[config.mk]
export PLATFORM = sky130hd
export DESIGN_NAME = itsc_ports
export DESIGN_NICKNAME = d
export VERILOG_FILES = /design/src/inc/itsc_pkg.sv /design/src/hdl/itsc_counter_port.sv /design/src/hdl/itsc_ports.sv
export VERILOG_INCLUDE_DIRS = /design/src /design/src/inc
export SDC_FILE = /design/constraint.sdc
export NUM_CORES = 1
export LEC_CHECK = 0
export ABC_AREA = 1
export BUFFER_PORTS_ARGS = -buffer_cell sky130_fd_sc_hd__buf_2
export CORE_ASPECT_RATIO = 2
export CORE_MARGIN = 4
export CORE_UTILIZATION = 45
export CTS_BUF_LIST = sky130_fd_sc_hd__clkbuf_8 sky130_fd_sc_hd__clkbuf_16
export DETAILED_ROUTE_END_ITERATION = 8
export PLACE_DENSITY = 0.76
export SLEW_MARGIN = 20
export SYNTH_ARGS = -nofsm -noshare
export SYNTH_HDL_FRONTEND = slang
export SYNTH_SLANG_ARGS = --single-unit
[constraint.sdc]
create_clock -name CLK_SYS -period 1.69 [get_ports CLK_SYS]
set_clock_uncertainty 0.2 [all_clocks]
set_input_delay 0.4225 -clock CLK_SYS [delete_from_list [all_inputs] [get_ports CLK_SYS]]
set_output_delay 0.4225 -clock CLK_SYS [all_outputs]
set_load 0.05 [all_outputs]
[src/inc/itsc_defs.svh]
// Constants for the interval timer status and count port block.
// Assumes inclusion by the package, the design modules and the port checker.
`ifndef ITSC_DEFS_SVH
`define ITSC_DEFS_SVH

// ==========================================================================
// Port decode
`define ITSC_ADDR_W        8
`define ITSC_PORT_T1C0     8'h40
`define ITSC_PORT_T1C1     8'h41
`define ITSC_PORT_T1C2     8'h42
`define ITSC_PORT_T2C0     8'h48
`define ITSC_PORT_T2C2     8'h4a
`define ITSC_NUM_CTR       5

// ==========================================================================
// Status byte fields
`define ITSC_ST_OUT        7
`define ITSC_ST_NULL       6
`define ITSC_ST_RW_HI      5
`define ITSC_ST_RW_LO      4
`define ITSC_ST_MODE_HI    3
`define ITSC_ST_MODE_LO    1
`define ITSC_ST_BCD        0

// ==========================================================================
// Read/write format codes
`define ITSC_RW_LATCH      2'h0
`define ITSC_RW_LSB        2'h1
`define ITSC_RW_MSB        2'h2
`define ITSC_RW_WORD       2'h3

`define ITSC_BYTE_ZERO     8'h00
`define ITSC_WORD_ZERO     16'h0000

`endif

[src/inc/itsc_pkg.sv]
// Types shared by the timer port block and its per-counter slice.
// Assumes the defines header sits on the include path.
`include "itsc_defs.svh"

package itsc_pkg;
  typedef logic [7:0]  itsc_byte_t;
  typedef logic [15:0] itsc_word_t;
  typedef logic [1:0]  itsc_rw_t;
  typedef logic [2:0]  itsc_mode_t;
  // Byte pointer for two-byte transfers, low byte first
  typedef enum logic {
    ITSC_PTR_LO = 1'b0,
    ITSC_PTR_HI = 1'b1
  } itsc_ptr_e;
endpackage

[src/hdl/itsc_counter_port.sv]
// One counter's byte port: count loading, latched count and status read.
// Assumes the counting element and command decode live outside and pass in
// mode, format, output level, count, latch strobes and load acknowledge.
`timescale 1ns/1ps
`include "itsc_defs.svh"

module itsc_counter_port
  import itsc_pkg::*;
(
  // Clock and reset
  input  wire logic               clk,
  input  wire logic               rst_n,
  // Port access strobes
  input  wire logic               wr_stb,
  input  wire logic               rd_stb,
  input  wire itsc_pkg::itsc_byte_t wdata,
  // Programming and live state
  input  wire itsc_pkg::itsc_rw_t   rw_fmt,
  input  wire itsc_pkg::itsc_mode_t mode,
  input  wire logic               bcd,
  input  wire logic               cw_stb,
  input  wire logic               out_lvl,
  input  wire itsc_pkg::itsc_word_t ce_count,
  input  wire logic               ce_load,
  input  wire logic               latch_cnt,
  input  wire logic               latch_st,
  // Results
  output itsc_pkg::itsc_byte_t      rdata,
  output itsc_pkg::itsc_word_t      hold_q,
  output logic                    hold_wr
);

  // ========================================================================
  // State
  itsc_word_t hold_d;
  logic       null_q;
  itsc_word_t lat_q;
  logic       lat_v_q;
  itsc_byte_t st_q;
  logic       st_v_q;
  itsc_ptr_e  wptr_q;
  itsc_ptr_e  rptr_q;

  // ========================================================================
  // Decode of byte selection
  wire        fmt_word   = (rw_fmt == `ITSC_RW_WORD);
  wire        fmt_msb    = (rw_fmt == `ITSC_RW_MSB);
  wire        wr_hi      = fmt_msb | (fmt_word & (wptr_q == ITSC_PTR_HI));
  wire        wr_done    = wr_stb & (~fmt_word | (wptr_q == ITSC_PTR_HI));
  // [RQ4] Count source is latch while held, else element
  wire itsc_word_t src   = lat_v_q ? lat_q : ce_count;
  wire        rsel_hi    = fmt_msb | (fmt_word & (rptr_q == ITSC_PTR_HI));
  wire itsc_byte_t cnt_b = rsel_hi ? src[15:8] : src[7:0];
  wire        rd_st      = rd_stb & st_v_q;
  wire        rd_cnt     = rd_stb & ~st_v_q;
  wire        cnt_last   = ~fmt_word | (rptr_q == ITSC_PTR_HI);
  // [RQ2] Status byte assembly
  wire itsc_byte_t st_d  = {out_lvl, null_q, rw_fmt, mode, bcd};

  // [RQ8] Holding register byte order
  always_comb begin
    hold_d = hold_q;
    if (wr_stb & wr_hi) begin
      hold_d[15:8] = wdata;
      if (fmt_msb) hold_d[7:0] = `ITSC_BYTE_ZERO;
    end else if (wr_stb) begin
      hold_d[7:0] = wdata;
      if (~fmt_word) hold_d[15:8] = `ITSC_BYTE_ZERO;
    end
  end

  // Write side and null count
  always_ff @(posedge clk or negedge rst_n) begin
    if (!rst_n) begin
      hold_q  <= `ITSC_WORD_ZERO;
      hold_wr <= 1'b0;
      wptr_q  <= ITSC_PTR_LO;
      null_q  <= 1'b0;
    end else begin
      hold_q  <= hold_d;
      hold_wr <= wr_done;
      if (cw_stb) wptr_q <= ITSC_PTR_LO;
      else if (wr_stb & fmt_word) wptr_q <= itsc_ptr_e'(~wptr_q);
      // [RQ3] New count pends until load
      if (wr_done | cw_stb) null_q <= 1'b1;
      else if (ce_load) null_q <= 1'b0;
    end
  end

  // Latches and read pointer
  always_ff @(posedge clk or negedge rst_n) begin
    if (!rst_n) begin
      lat_q   <= `ITSC_WORD_ZERO;
      lat_v_q <= 1'b0;
      st_q    <= `ITSC_BYTE_ZERO;
      st_v_q  <= 1'b0;
      rptr_q  <= ITSC_PTR_LO;
    end else begin
      // [RQ11] Second latch ignored
      if (latch_cnt & ~lat_v_q) begin
        lat_q   <= ce_count;
        lat_v_q <= 1'b1;
      end else if (rd_cnt & cnt_last) begin
        lat_v_q <= 1'b0;
      end
      // [RQ1] Status held for next read
      if (latch_st & ~st_v_q) begin
        st_q   <= st_d;
        st_v_q <= 1'b1;
      end else if (rd_st) begin
        st_v_q <= 1'b0;
      end
      if (cw_stb) rptr_q <= ITSC_PTR_LO;
      else if (rd_cnt & fmt_word) rptr_q <= itsc_ptr_e'(~rptr_q);
    end
  end

  // [RQ13] Status before count
  // [RQ9] Read data selection
  assign rdata = st_v_q ? st_q : cnt_b;

endmodule

[src/hdl/itsc_ports.sv]
// Host I/O byte ports of five interval timer counters.
// Assumes single-cycle I/O strobes synchronous to CLK_SYS; the command
// decoder and counting elements sit outside and exchange per-counter vectors.
`timescale 1ns/1ps
`include "itsc_defs.svh"

// Behaviour
// [RQ1] Status latch returns status next read
// [RQ2] Bit 7 is output pin level
// [RQ3] Bit 6 set until count loaded
// [RQ4] Reads before load give element count
// [RQ5] Bits 5:4 give programmed byte format
// [RQ6] Bits 3:1 give programmed mode
// [RQ7] Bit 0 set for BCD counting
// [RQ8] Count written in programmed byte order
// [RQ9] Reads give count, latch or status
// [RQ10] Ports at 40h-42h, 48h, 4Ah
// [RQ11] Relatch before read is ignored
// [RQ12] Software reads both latched bytes
// [RQ13] Status first, then latched count
module itsc_ports
  import itsc_pkg::*;
#(
  parameter int NCTR = `ITSC_NUM_CTR
)(
  // Clock and reset
  input  wire logic                       CLK_SYS,
  input  wire logic                       RSTN,
  // Host I/O access
  input  wire logic [`ITSC_ADDR_W-1:0]    IO_ADDR,
  input  wire logic                       IO_WR,
  input  wire logic                       IO_RD,
  input  wire itsc_pkg::itsc_byte_t         IO_WDATA,
  output itsc_pkg::itsc_byte_t              IO_RDATA,
  output logic                            IO_HIT,
  // Programming from command decode, per counter
  input  wire logic [2*NCTR-1:0]          CTR_RW_FMT,
  input  wire logic [3*NCTR-1:0]          CTR_MODE,
  input  wire logic [NCTR-1:0]            CTR_BCD,
  input  wire logic [NCTR-1:0]            CTR_CW_STB,
  input  wire logic [NCTR-1:0]            CTR_LATCH_CNT,
  input  wire logic [NCTR-1:0]            CTR_LATCH_ST,
  // Counting element side
  input  wire logic [NCTR-1:0]            CTR_OUT,
  input  wire logic [16*NCTR-1:0]         CTR_CE_COUNT,
  input  wire logic [NCTR-1:0]            CTR_CE_LOAD,
  output logic [16*NCTR-1:0]              CTR_HOLD,
  output logic [NCTR-1:0]                 CTR_HOLD_WR
);

  // Decode serves exactly five counters; any other count is refused
  if (NCTR != `ITSC_NUM_CTR) begin : g_bad_nctr
    $error("NCTR must match port map");
  end

  // ========================================================================
  // Address decode
  // [RQ10] Fixed port map
  function automatic logic [NCTR-1:0] port_sel(input logic [7:0] a);
    port_sel = '0;
    if (a == `ITSC_PORT_T1C0) port_sel[0] = 1'b1;
    else if (a == `ITSC_PORT_T1C1) port_sel[1] = 1'b1;
    else if (a == `ITSC_PORT_T1C2) port_sel[2] = 1'b1;
    else if (a == `ITSC_PORT_T2C0) port_sel[3] = 1'b1;
    else if (a == `ITSC_PORT_T2C2) port_sel[4] = 1'b1;
  endfunction

  wire logic [NCTR-1:0] sel = port_sel(IO_ADDR);
  itsc_byte_t           rd_vec [NCTR];
  logic [16*NCTR-1:0]   hold_vec;
  logic [NCTR-1:0]      hwr_vec;

  // ========================================================================
  // Counter slices
  for (genvar i = 0; i < NCTR; i++) begin : g_ctr
    itsc_counter_port u_port (
      .clk       (CLK_SYS),
      .rst_n     (RSTN),
      .wr_stb    (IO_WR & sel[i]),
      .rd_stb    (IO_RD & sel[i]),
      .wdata     (IO_WDATA),
      // [RQ5] Format code echoed
      .rw_fmt    (CTR_RW_FMT[2*i +: 2]),
      // [RQ6] Mode code echoed
      .mode      (CTR_MODE[3*i +: 3]),
      // [RQ7] Countdown type echoed
      .bcd       (CTR_BCD[i]),
      .cw_stb    (CTR_CW_STB[i]),
      .out_lvl   (CTR_OUT[i]),
      .ce_count  (CTR_CE_COUNT[16*i +: 16]),
      .ce_load   (CTR_CE_LOAD[i]),
      .latch_cnt (CTR_LATCH_CNT[i]),
      .latch_st  (CTR_LATCH_ST[i]),
      .rdata     (rd_vec[i]),
      .hold_q    (hold_vec[16*i +: 16]),
      .hold_wr   (hwr_vec[i])
    );
  end

  // Read mux, one-hot select
  itsc_byte_t rd_mux;
  always_comb begin
    rd_mux = `ITSC_BYTE_ZERO;
    for (int k = 0; k < NCTR; k++) begin
      if (sel[k]) rd_mux = rd_vec[k];
    end
  end

  // Registered read data; sampled on the read strobe, shown next cycle
  always_ff @(posedge CLK_SYS or negedge RSTN) begin
    if (!RSTN) begin
      IO_RDATA <= `ITSC_BYTE_ZERO;
      IO_HIT   <= 1'b0;
    end else begin
      IO_RDATA <= IO_RD ? rd_mux : `ITSC_BYTE_ZERO;
      IO_HIT   <= (IO_RD | IO_WR) & (|sel);
    end
  end

  // Holding registers straight from slice flops
  assign CTR_HOLD    = hold_vec;
  assign CTR_HOLD_WR = hwr_vec;

endmodule

==> impl_metrics.json, run 1 <==
{
  "yosysWarnings": 0,
  "place_hpwl_um": 27480,
  "rows": 82,
  "startpoint": "g_ctr[3].u_port.lat_v_q",
  "clock_sink_count": 239,
  "rr_startpoint": "g_ctr[3].u_port.lat_v_q",
  "syn_inst": 1417,
  "worst_hold_startpoint": "CTR_CE_COUNT[11]",
  "dpl_worst_slack_ns": -0.4042,
  "use_met1_pct": 29.17,
  "io_buffers": 248,
  "htree_num_levels": 1,
  "grt_use_total_pct": 27.70,
  "layoutNonFillerInstCount": 2238,
  "power_switching_mw": 4.542,
  "worst_ep_required_time_ns": 1.93,
  "via_count": 11650,
  "yosysUniqueCellTypes": 40,
  "synthTopCellsByArea": "dfrtp_1 52%, nand2_1 14%, o21ai_0 9.0%",
  "ctsLongestPathBuffers": 3,
  "viasPerCell": 5.204,
  "fin_nets": 2037,
  "die_x_um": 120.5,
  "start_util_pct": 45.51,
  "arrival_ns": 2.02,
  "slew_viol_final": 0,
  "routedWlPerCell_um": 18.13,
  "critPathKind": "register to register",
  "place_area_um2": 13890,
  "cts-root-buf": "clkbuf_16",
  "p_per_area_nw_per_um2": 931.3,
  "cts.clk_slew.worst_paths_ns": 0.06,
  "design.die.area_um2": 28080,
  "nFillCells": 1892,
  "sequentialPowerShare_pct": 45.4,
  "die_y_um": 233.0,
  "ir_drop_mv": 1.007,
  "yosysTopAreaCellShare_pct": 52.49,
  "area_growth_pct": 45.94,
  "max-slew-margin-rel_pct": 55.74,
  "grt_max_degree": 49,
  "min_path_type": "input port to register",
  "busiest_layer": "met2",
  "fin_crit_sh_pct": 105.6,
  "met2_usage_pct": 50.34,
  "fmax_ghz": 0.5601,
  "fin_crit_ns": 1.785,
  "p_leak_nw": 8.341,
  "path_max_fanout": 28,
  "mostFrequentLayoutCells": "426 x nand2_1, 237 x dfrtp_1, 182 x inv_1",
  "yosysSeqAreaShare_pct": 52.49,
  "avgSynthCellArea_um2": 8.041,
  "use_met3_pct": 4.087,
  "maxCapViolCount": 0,
  "violations": "negative setup slack",
  "grt_pass1_vias": 11850,
  "ios": 249,
  "synth_nets": 1572,
  "drt-pass1-iter-count": 5,
  "p_int_mw": 10.94,
  "startpoint_type": "register",
  "finalWirelength_um": 40590,
  "sw_frac_of_total_pct": 29.33,
  "fin_ws_ns": -0.09533,
  "rsz0062_at_grt": "true",
  "cts_made_buffers": 23,
  "yosysTopAreaCell": "dfrtp_1",
  "fin_area_um2": 16630,
  "grt_pass1_wl_um": 61300,
  "worst_pin_slew_ns": 0.6594,
  "power.share.clock_pct": 33.7,
  "tritoncts": "done",
  "clk_latency_ns": 0.52,
  "pwr-share-comb_pct": 20.9,
  "synth_area_um2": 11390,
  "gp_congestion": 0.9449,
  "ys_ff_latch": 239,
  "status": "finished with violations",
  "grt_overflow": 0,
  "drc": 0,
  "setup-violations-final": 85,
  "dp.cells": 2062,
  "drtIter0Drc": 833,
  "mostFrequentLayoutCell": "nand2_1",
  "ant_nets": 0,
  "drive_gt1_share_pct": 28.73,
  "worst_setup_path_end_kind": "register",
  "antenna_found_initial": 5,
  "hold_viol": 0,
  "core_area_um2": 25030
}
==> power by group through the flow <==
stage	Clock, mW	Combinational (mW)	Sequential, mW
2_1_floorplan	0	1.50	7.24
3_3_place_gp	0	2.71	7.02
3_5_place_dp	0	2.78	7.07
4_1_cts	5.25	3.08	7.00
5_1_grt	5.51	3.57	7.11
6_report	5.21	3.24	7.03
==> state kept, by name, summed over array words and instances, names as in the netlist <==
register	flops
IO_HIT	1
IO_RDATA	8
g_ctr.u_port.hold_q	80
g_ctr.u_port.hold_wr	5
g_ctr.u_port.lat_q	80
g_ctr.u_port.lat_v_q	5
g_ctr.u_port.null_q	5
g_ctr.u_port.rptr_q	5
g_ctr.u_port.st_q	40
g_ctr.u_port.st_v_q	5
g_ctr.u_port.wptr_q	5
==> through the flow <==
step	TNS (ns)	hold slack, ns	power (mW)	utilization (%)
finish	-1.707	0.01309	15.49	66.42
floorplan	0	-0.07309	8.739	-
CTS	-2.526	0.003683	15.33	64.81
detailed placement	-31.68	0.09331	9.846	55.49
global placement	-25.87	0.09206	9.733	55.49
global route	-4.074	0.01735	16.19	66.42
==> worst paths after layout <==
check,end,slack (ns),cells past startpoint
max,IO_RDATA[4],-0.1,8
max in group asynchronous,g_ctr[3].u_port.st_q[4],0.54,3
min reg2reg,g_ctr[3].u_port.st_q[4],0.28,2
min,g_ctr[0].u_port.lat_q[11],0.01,3
min in group asynchronous,g_ctr[4].u_port.lat_q[15],0.15,2
max reg2reg,IO_RDATA[4],-0.1,8
==> logic make-up after synthesis <==
group	synth area share, %
compound gates	15.84
buf+inv	8.522
mux	2.570
simple gates	20.58
flops	52.49
==> repair_timing <==
item | in CTS | in global routing
setup endpoints to repair | 120 | 128
hold endpoints to repair | 330 | 0
pin swaps | 2 | 5
buffers inserted | 15 | 26
gates cloned | 0 | 3
hold buffers | 87 | 0
gates resized for setup | 197 | 72
==> cell usage after synthesis, drive strengths merged <==
master and count:
mux2 26, buf 21, dfrtp 239, clkinv 4, inv 192, o22ai 24
clkbuf 32, o211ai 14, o31ai 2, nor3 16, a41oi 1, a21oi 44
nand2 441, o21bai 2, o21ai 239, nor4 2, or2 9, nand4 4
nand3 46, a211oi 2, nor2 54, o21a 3
==> metal layers <==
layer	vias up	wire (µm)
met5	-	0
met4	0	3085
met3	177	2161
met2	503	21450
met1	5508	13890
li1	5458	-
==> final cells by class <==
cell class	count	area, µm²	share of cell area [%]
timing repair buffer	493	4143	24.92
antenna	5	12.51	0.07525
sequential	239	5983	35.98
inverter	196	747.0	4.492
clock buffer	26	616.8	3.710
tap	336	420.4	2.528
clock inverter	14	125.1	0.7525
multi-input combinational	929	4579	27.54
==> critical path, stage by stage, from the launching register on <==
cell	delay, ns
dfrtp_1	0.43
buf_12	0.18
o21ai_1	0.28
nand2_1	0.14
nand3_1	0.15
nand3_1	0.09
nand2_1	0.06
inv_1	0.04
a21oi_1	0.13
(Power assumes the default switching activity.)
==> inputs of run 2 (changes only) <==
--- a/config.mk
+++ b/config.mk
@@ -13,8 +13,9 @@
 export CORE_UTILIZATION = 45
 export CTS_BUF_LIST = sky130_fd_sc_hd__clkbuf_8 sky130_fd_sc_hd__clkbuf_16
 export DETAILED_ROUTE_END_ITERATION = 8
-export PLACE_DENSITY = 0.76
+export PLACE_DENSITY = 0.75
 export SLEW_MARGIN = 20
 export SYNTH_ARGS = -nofsm -noshare
 export SYNTH_HDL_FRONTEND = slang
+export SYNTH_HIERARCHICAL = 1
 export SYNTH_SLANG_ARGS = --single-unit
==> impl_metrics.json, run 2 <==
{
  "grt_use_total_pct": 25.69,
  "ctsLongestPathBuffers": 3,
  "p_per_area_nw_per_um2": 870.2,
  "place_hpwl_um": 28050,
  "pwr-share-comb_pct": 21.1,
  "min_path_type": "input port to register",
  "start_util_pct": 45.78,
  "synth_area_um2": 12370,
  "cts.clk_slew.worst_paths_ns": 0.07,
  "yosysTopAreaCell": "dfrtp_1",
  "yosys.area_share.xor_xnor_pct": 0,
  "yosysTopAreaCellShare_pct": 48.37,
  "synthAdderAreaFrac_pct": 0,
  "path_max_fanout": 23,
  "p_leak_nw": 9.854,
  "fin_nets": 2340,
  "synth_top_family_by_area": "simple AND/OR/NAND/NOR gates",
  "ant_nets": 0,
  "max-slew-margin-rel_pct": 56.34,
  "cts_made_buffers": 23,
  "drc": 0,
  "cts-root-buf": "clkbuf_16",
  "violations": "negative setup slack",
  "sw_frac_of_total_pct": 30.27,
  "yosysWarnings": 6,
  "core_area_um2": 27010,
  "fin_area_um2": 17740,
  "die_y_um": 242.4,
  "avgSynthCellArea_um2": 7.173,
  "place_area_um2": 14760,
  "htree_num_levels": 1,
  "critPathKind": "register to register",
  "power.share.clock_pct": 35.1,
  "ir_drop_mv": 0.6819,
  "mostFrequentLayoutCell": "nand2_1",
  "antenna_found_initial": 1,
  "worst_ep_required_time_ns": 1.89,
  "yosysSeqAreaShare_pct": 48.37,
  "mostFrequentLayoutCells": "731 x nand2_1, 237 x dfrtp_1, 225 x inv_1",
  "drive_gt1_share_pct": 24.93,
  "synth-main-ff-cell": "dfrtp_1",
  "yosys.cell_count.top_type": "nand2_1",
  "gp_congestion": 0.8742,
  "grt_pass1_wl_um": 63870,
  "routedWlPerCell_um": 16.13,
  "finalWirelength_um": 41120,
  "die_x_um": 125.2,
  "synth_simple_gate_area_share_pct": 32.10,
  "fin_crit_sh_pct": 106.9,
  "setup-violations-final": 86,
  "fin_crit_ns": 1.807,
  "grt_overflow": 0,
  "final_util_pct": 65.69,
  "tritoncts": "done",
  "synth-edff-count": 0,
  "hold_viol": 0,
  "io_buffers": 248,
  "rsz0062_at_grt": "true",
  "yosysUniqueCellTypes": 30,
  "worst_pin_slew_ns": 0.6548,
  "area_growth_pct": 43.50,
  "drt-pass1-iter-count": 6,
  "ios": 249,
  "arrival_ns": 2.01,
  "p_int_mw": 10.77,
  "startpoint_type": "register",
  "synthTopCellsByArea": "dfrtp_1 48%, nand2_1 23%, inv_1 7.3%",
  "fmax_ghz": 0.5535,
  "clk_latency_ns": 0.52,
  "synthTopCellsByCount": "754 x nand2_1, 241 x inv_1, 239 x dfrtp_1",
  "sequentialPowerShare_pct": 43.9,
  "status": "finished with violations",
  "worst_setup_path_end_kind": "register",
  "synthMuxAreaShare_pct": 0,
  "design.die.area_um2": 30360,
  "power_mw": 15.44,
  "fin_ws_ns": -0.1168,
  "viasPerCell": 5.014,
  "synth_nets": 1879,
  "reg_top3": "g_ctr.u_port/hold_q: 80 flops, g_ctr.u_port/lat_q: 80 flops, g_ctr.u_port/st_q: 40 flops",
  "power_switching_mw": 4.674,
  "grt_pass1_vias": 12850,
  "rows": 85,
  "slew_viol_final": 0,
  "synthArstFlopShare_pct": 100.0,
  "drtIter0Drc": 724,
  "antenna_cells": 0,
  "via_count": 12790,
  "ys_ff_latch": 239,
  "maxCapViolCount": 0,
  "syn_inst": 1724,
  "grt_max_degree": 70,
  "synth_compound_area_share_pct": 9.208,
  "clock_sink_count": 239
}
run 2: cell count changes after synthesis, sizes merged, moves of 7 or more:
cell / previous run / this run
o211ai: 14 / 6
o21ai: 239 / 166
buf: 21 / 51
o22ai: 24 / 0
nand3: 46 / 98
a21oi: 44 / 16
nand4: 4 / 11
clkbuf: 32 / 5
inv: 192 / 244
nor3: 16 / 5
or2: 9 / 0
mux2: 26 / 0
nor2: 54 / 108
nand2: 441 / 762
run 2: logic make-up (layout without fill, tap and decap cells):
kind of cell / count (synthesis) / after routing
AND/OR/NAND/NOR: 984 / 984
buffers and inverters: 305 / 783
flip-flops: 239 / 239
AO/OA/AOI/OAI: 196 / 196
run 2: worst paths after layout:
path | from | slack (ns) | end | cells past startpoint
max | g_ctr[2].u_port/lat_v_q | -0.12 | IO_RDATA[4] | 13
max in group asynchronous | RSTN | 0.52 | g_ctr[0].u_port/lat_v_q | 3
min in group asynchronous | RSTN | 0.13 | g_ctr[2].u_port/st_q[3] | 2
max reg2reg | g_ctr[2].u_port/lat_v_q | -0.12 | IO_RDATA[4] | 13
min | CTR_CW_STB[3] | 0.008 | g_ctr[3].u_port/null_q | 3
min reg2reg | g_ctr[1].u_port/st_q[7] | 0.27 | g_ctr[1].u_port/st_q[7] | 2
run 2: metal layers:
layer / vias to the layer above / wire length, µm / track usage (%)
met2: 476 / 21750 / 47.24
met1: 5997 / 14610 / 27.84
met3: 138 / 2378 / 4.214
met4: 0 / 2380 / 13.60
met5: - / 0 / 0
li1: 6174 / - / -
run 2: cell type report:
cell class / instances / area, µm²
timing repair inverter: 1 / 7.507
inverter: 249 / 982.2
tap: 348 / 435.4
multi-input combinational: 1180 / 5378
sequential: 239 / 5983
timing repair buffer: 491 / 4169
clock inverter: 17 / 186.4
clock buffer: 25 / 603.1
fill: 2125 / 9269
run 2: what timing repair did:
action / 4_1_cts / 5_1_grt
gates resized for setup: 217 / 39
gates cloned: 1 / 3
pin swaps: 1 / 18
setup endpoints to repair: 102 / 146
hold endpoints to repair: 339 / 0
hold buffers: 107 / 0
setup buffers: 19 / 19
run 2: stage by stage:
stage	TNS (ns)	setup slack [ns]	hold WS (ns)	cells
detailed placement	-38.43	-0.4424	0.07653	2359
floorplan	-5.463	-0.1141	-0.07309	1724
global route	-5.609	-0.1872	0.004155	2550
CTS	-3.067	-0.09985	0.001990	2528
finish	-2.062	-0.1168	0.008191	2550
global placement	-35.08	-0.3850	0.07564	2359
run 2: power groups by stage:
stage | sequential, mW | clock [mW] | combinational, mW
3_3_place_gp | 6.81 | 0 | 2.75
5_1_grt | 6.85 | 5.75 | 3.64
6_report | 6.77 | 5.42 | 3.25
4_1_cts | 6.75 | 5.51 | 3.17
2_1_floorplan | 6.96 | 0 | 1.56
3_5_place_dp | 6.83 | 0 | 2.82
run 2: worst max-delay path, cell delays in order (launching register included):
cell and delay [ns]:
dfrtp_2 0.45, buf_12 0.17, nand2_2 0.05, inv_1 0.04
nor2_2 0.12, nand2_1 0.07, nand3_1 0.07, nand2_1 0.06
inv_1 0.06, nand4_1 0.14, nand2_1 0.09, inv_1 0.04
nand2_1 0.06, a21oi_1 0.06
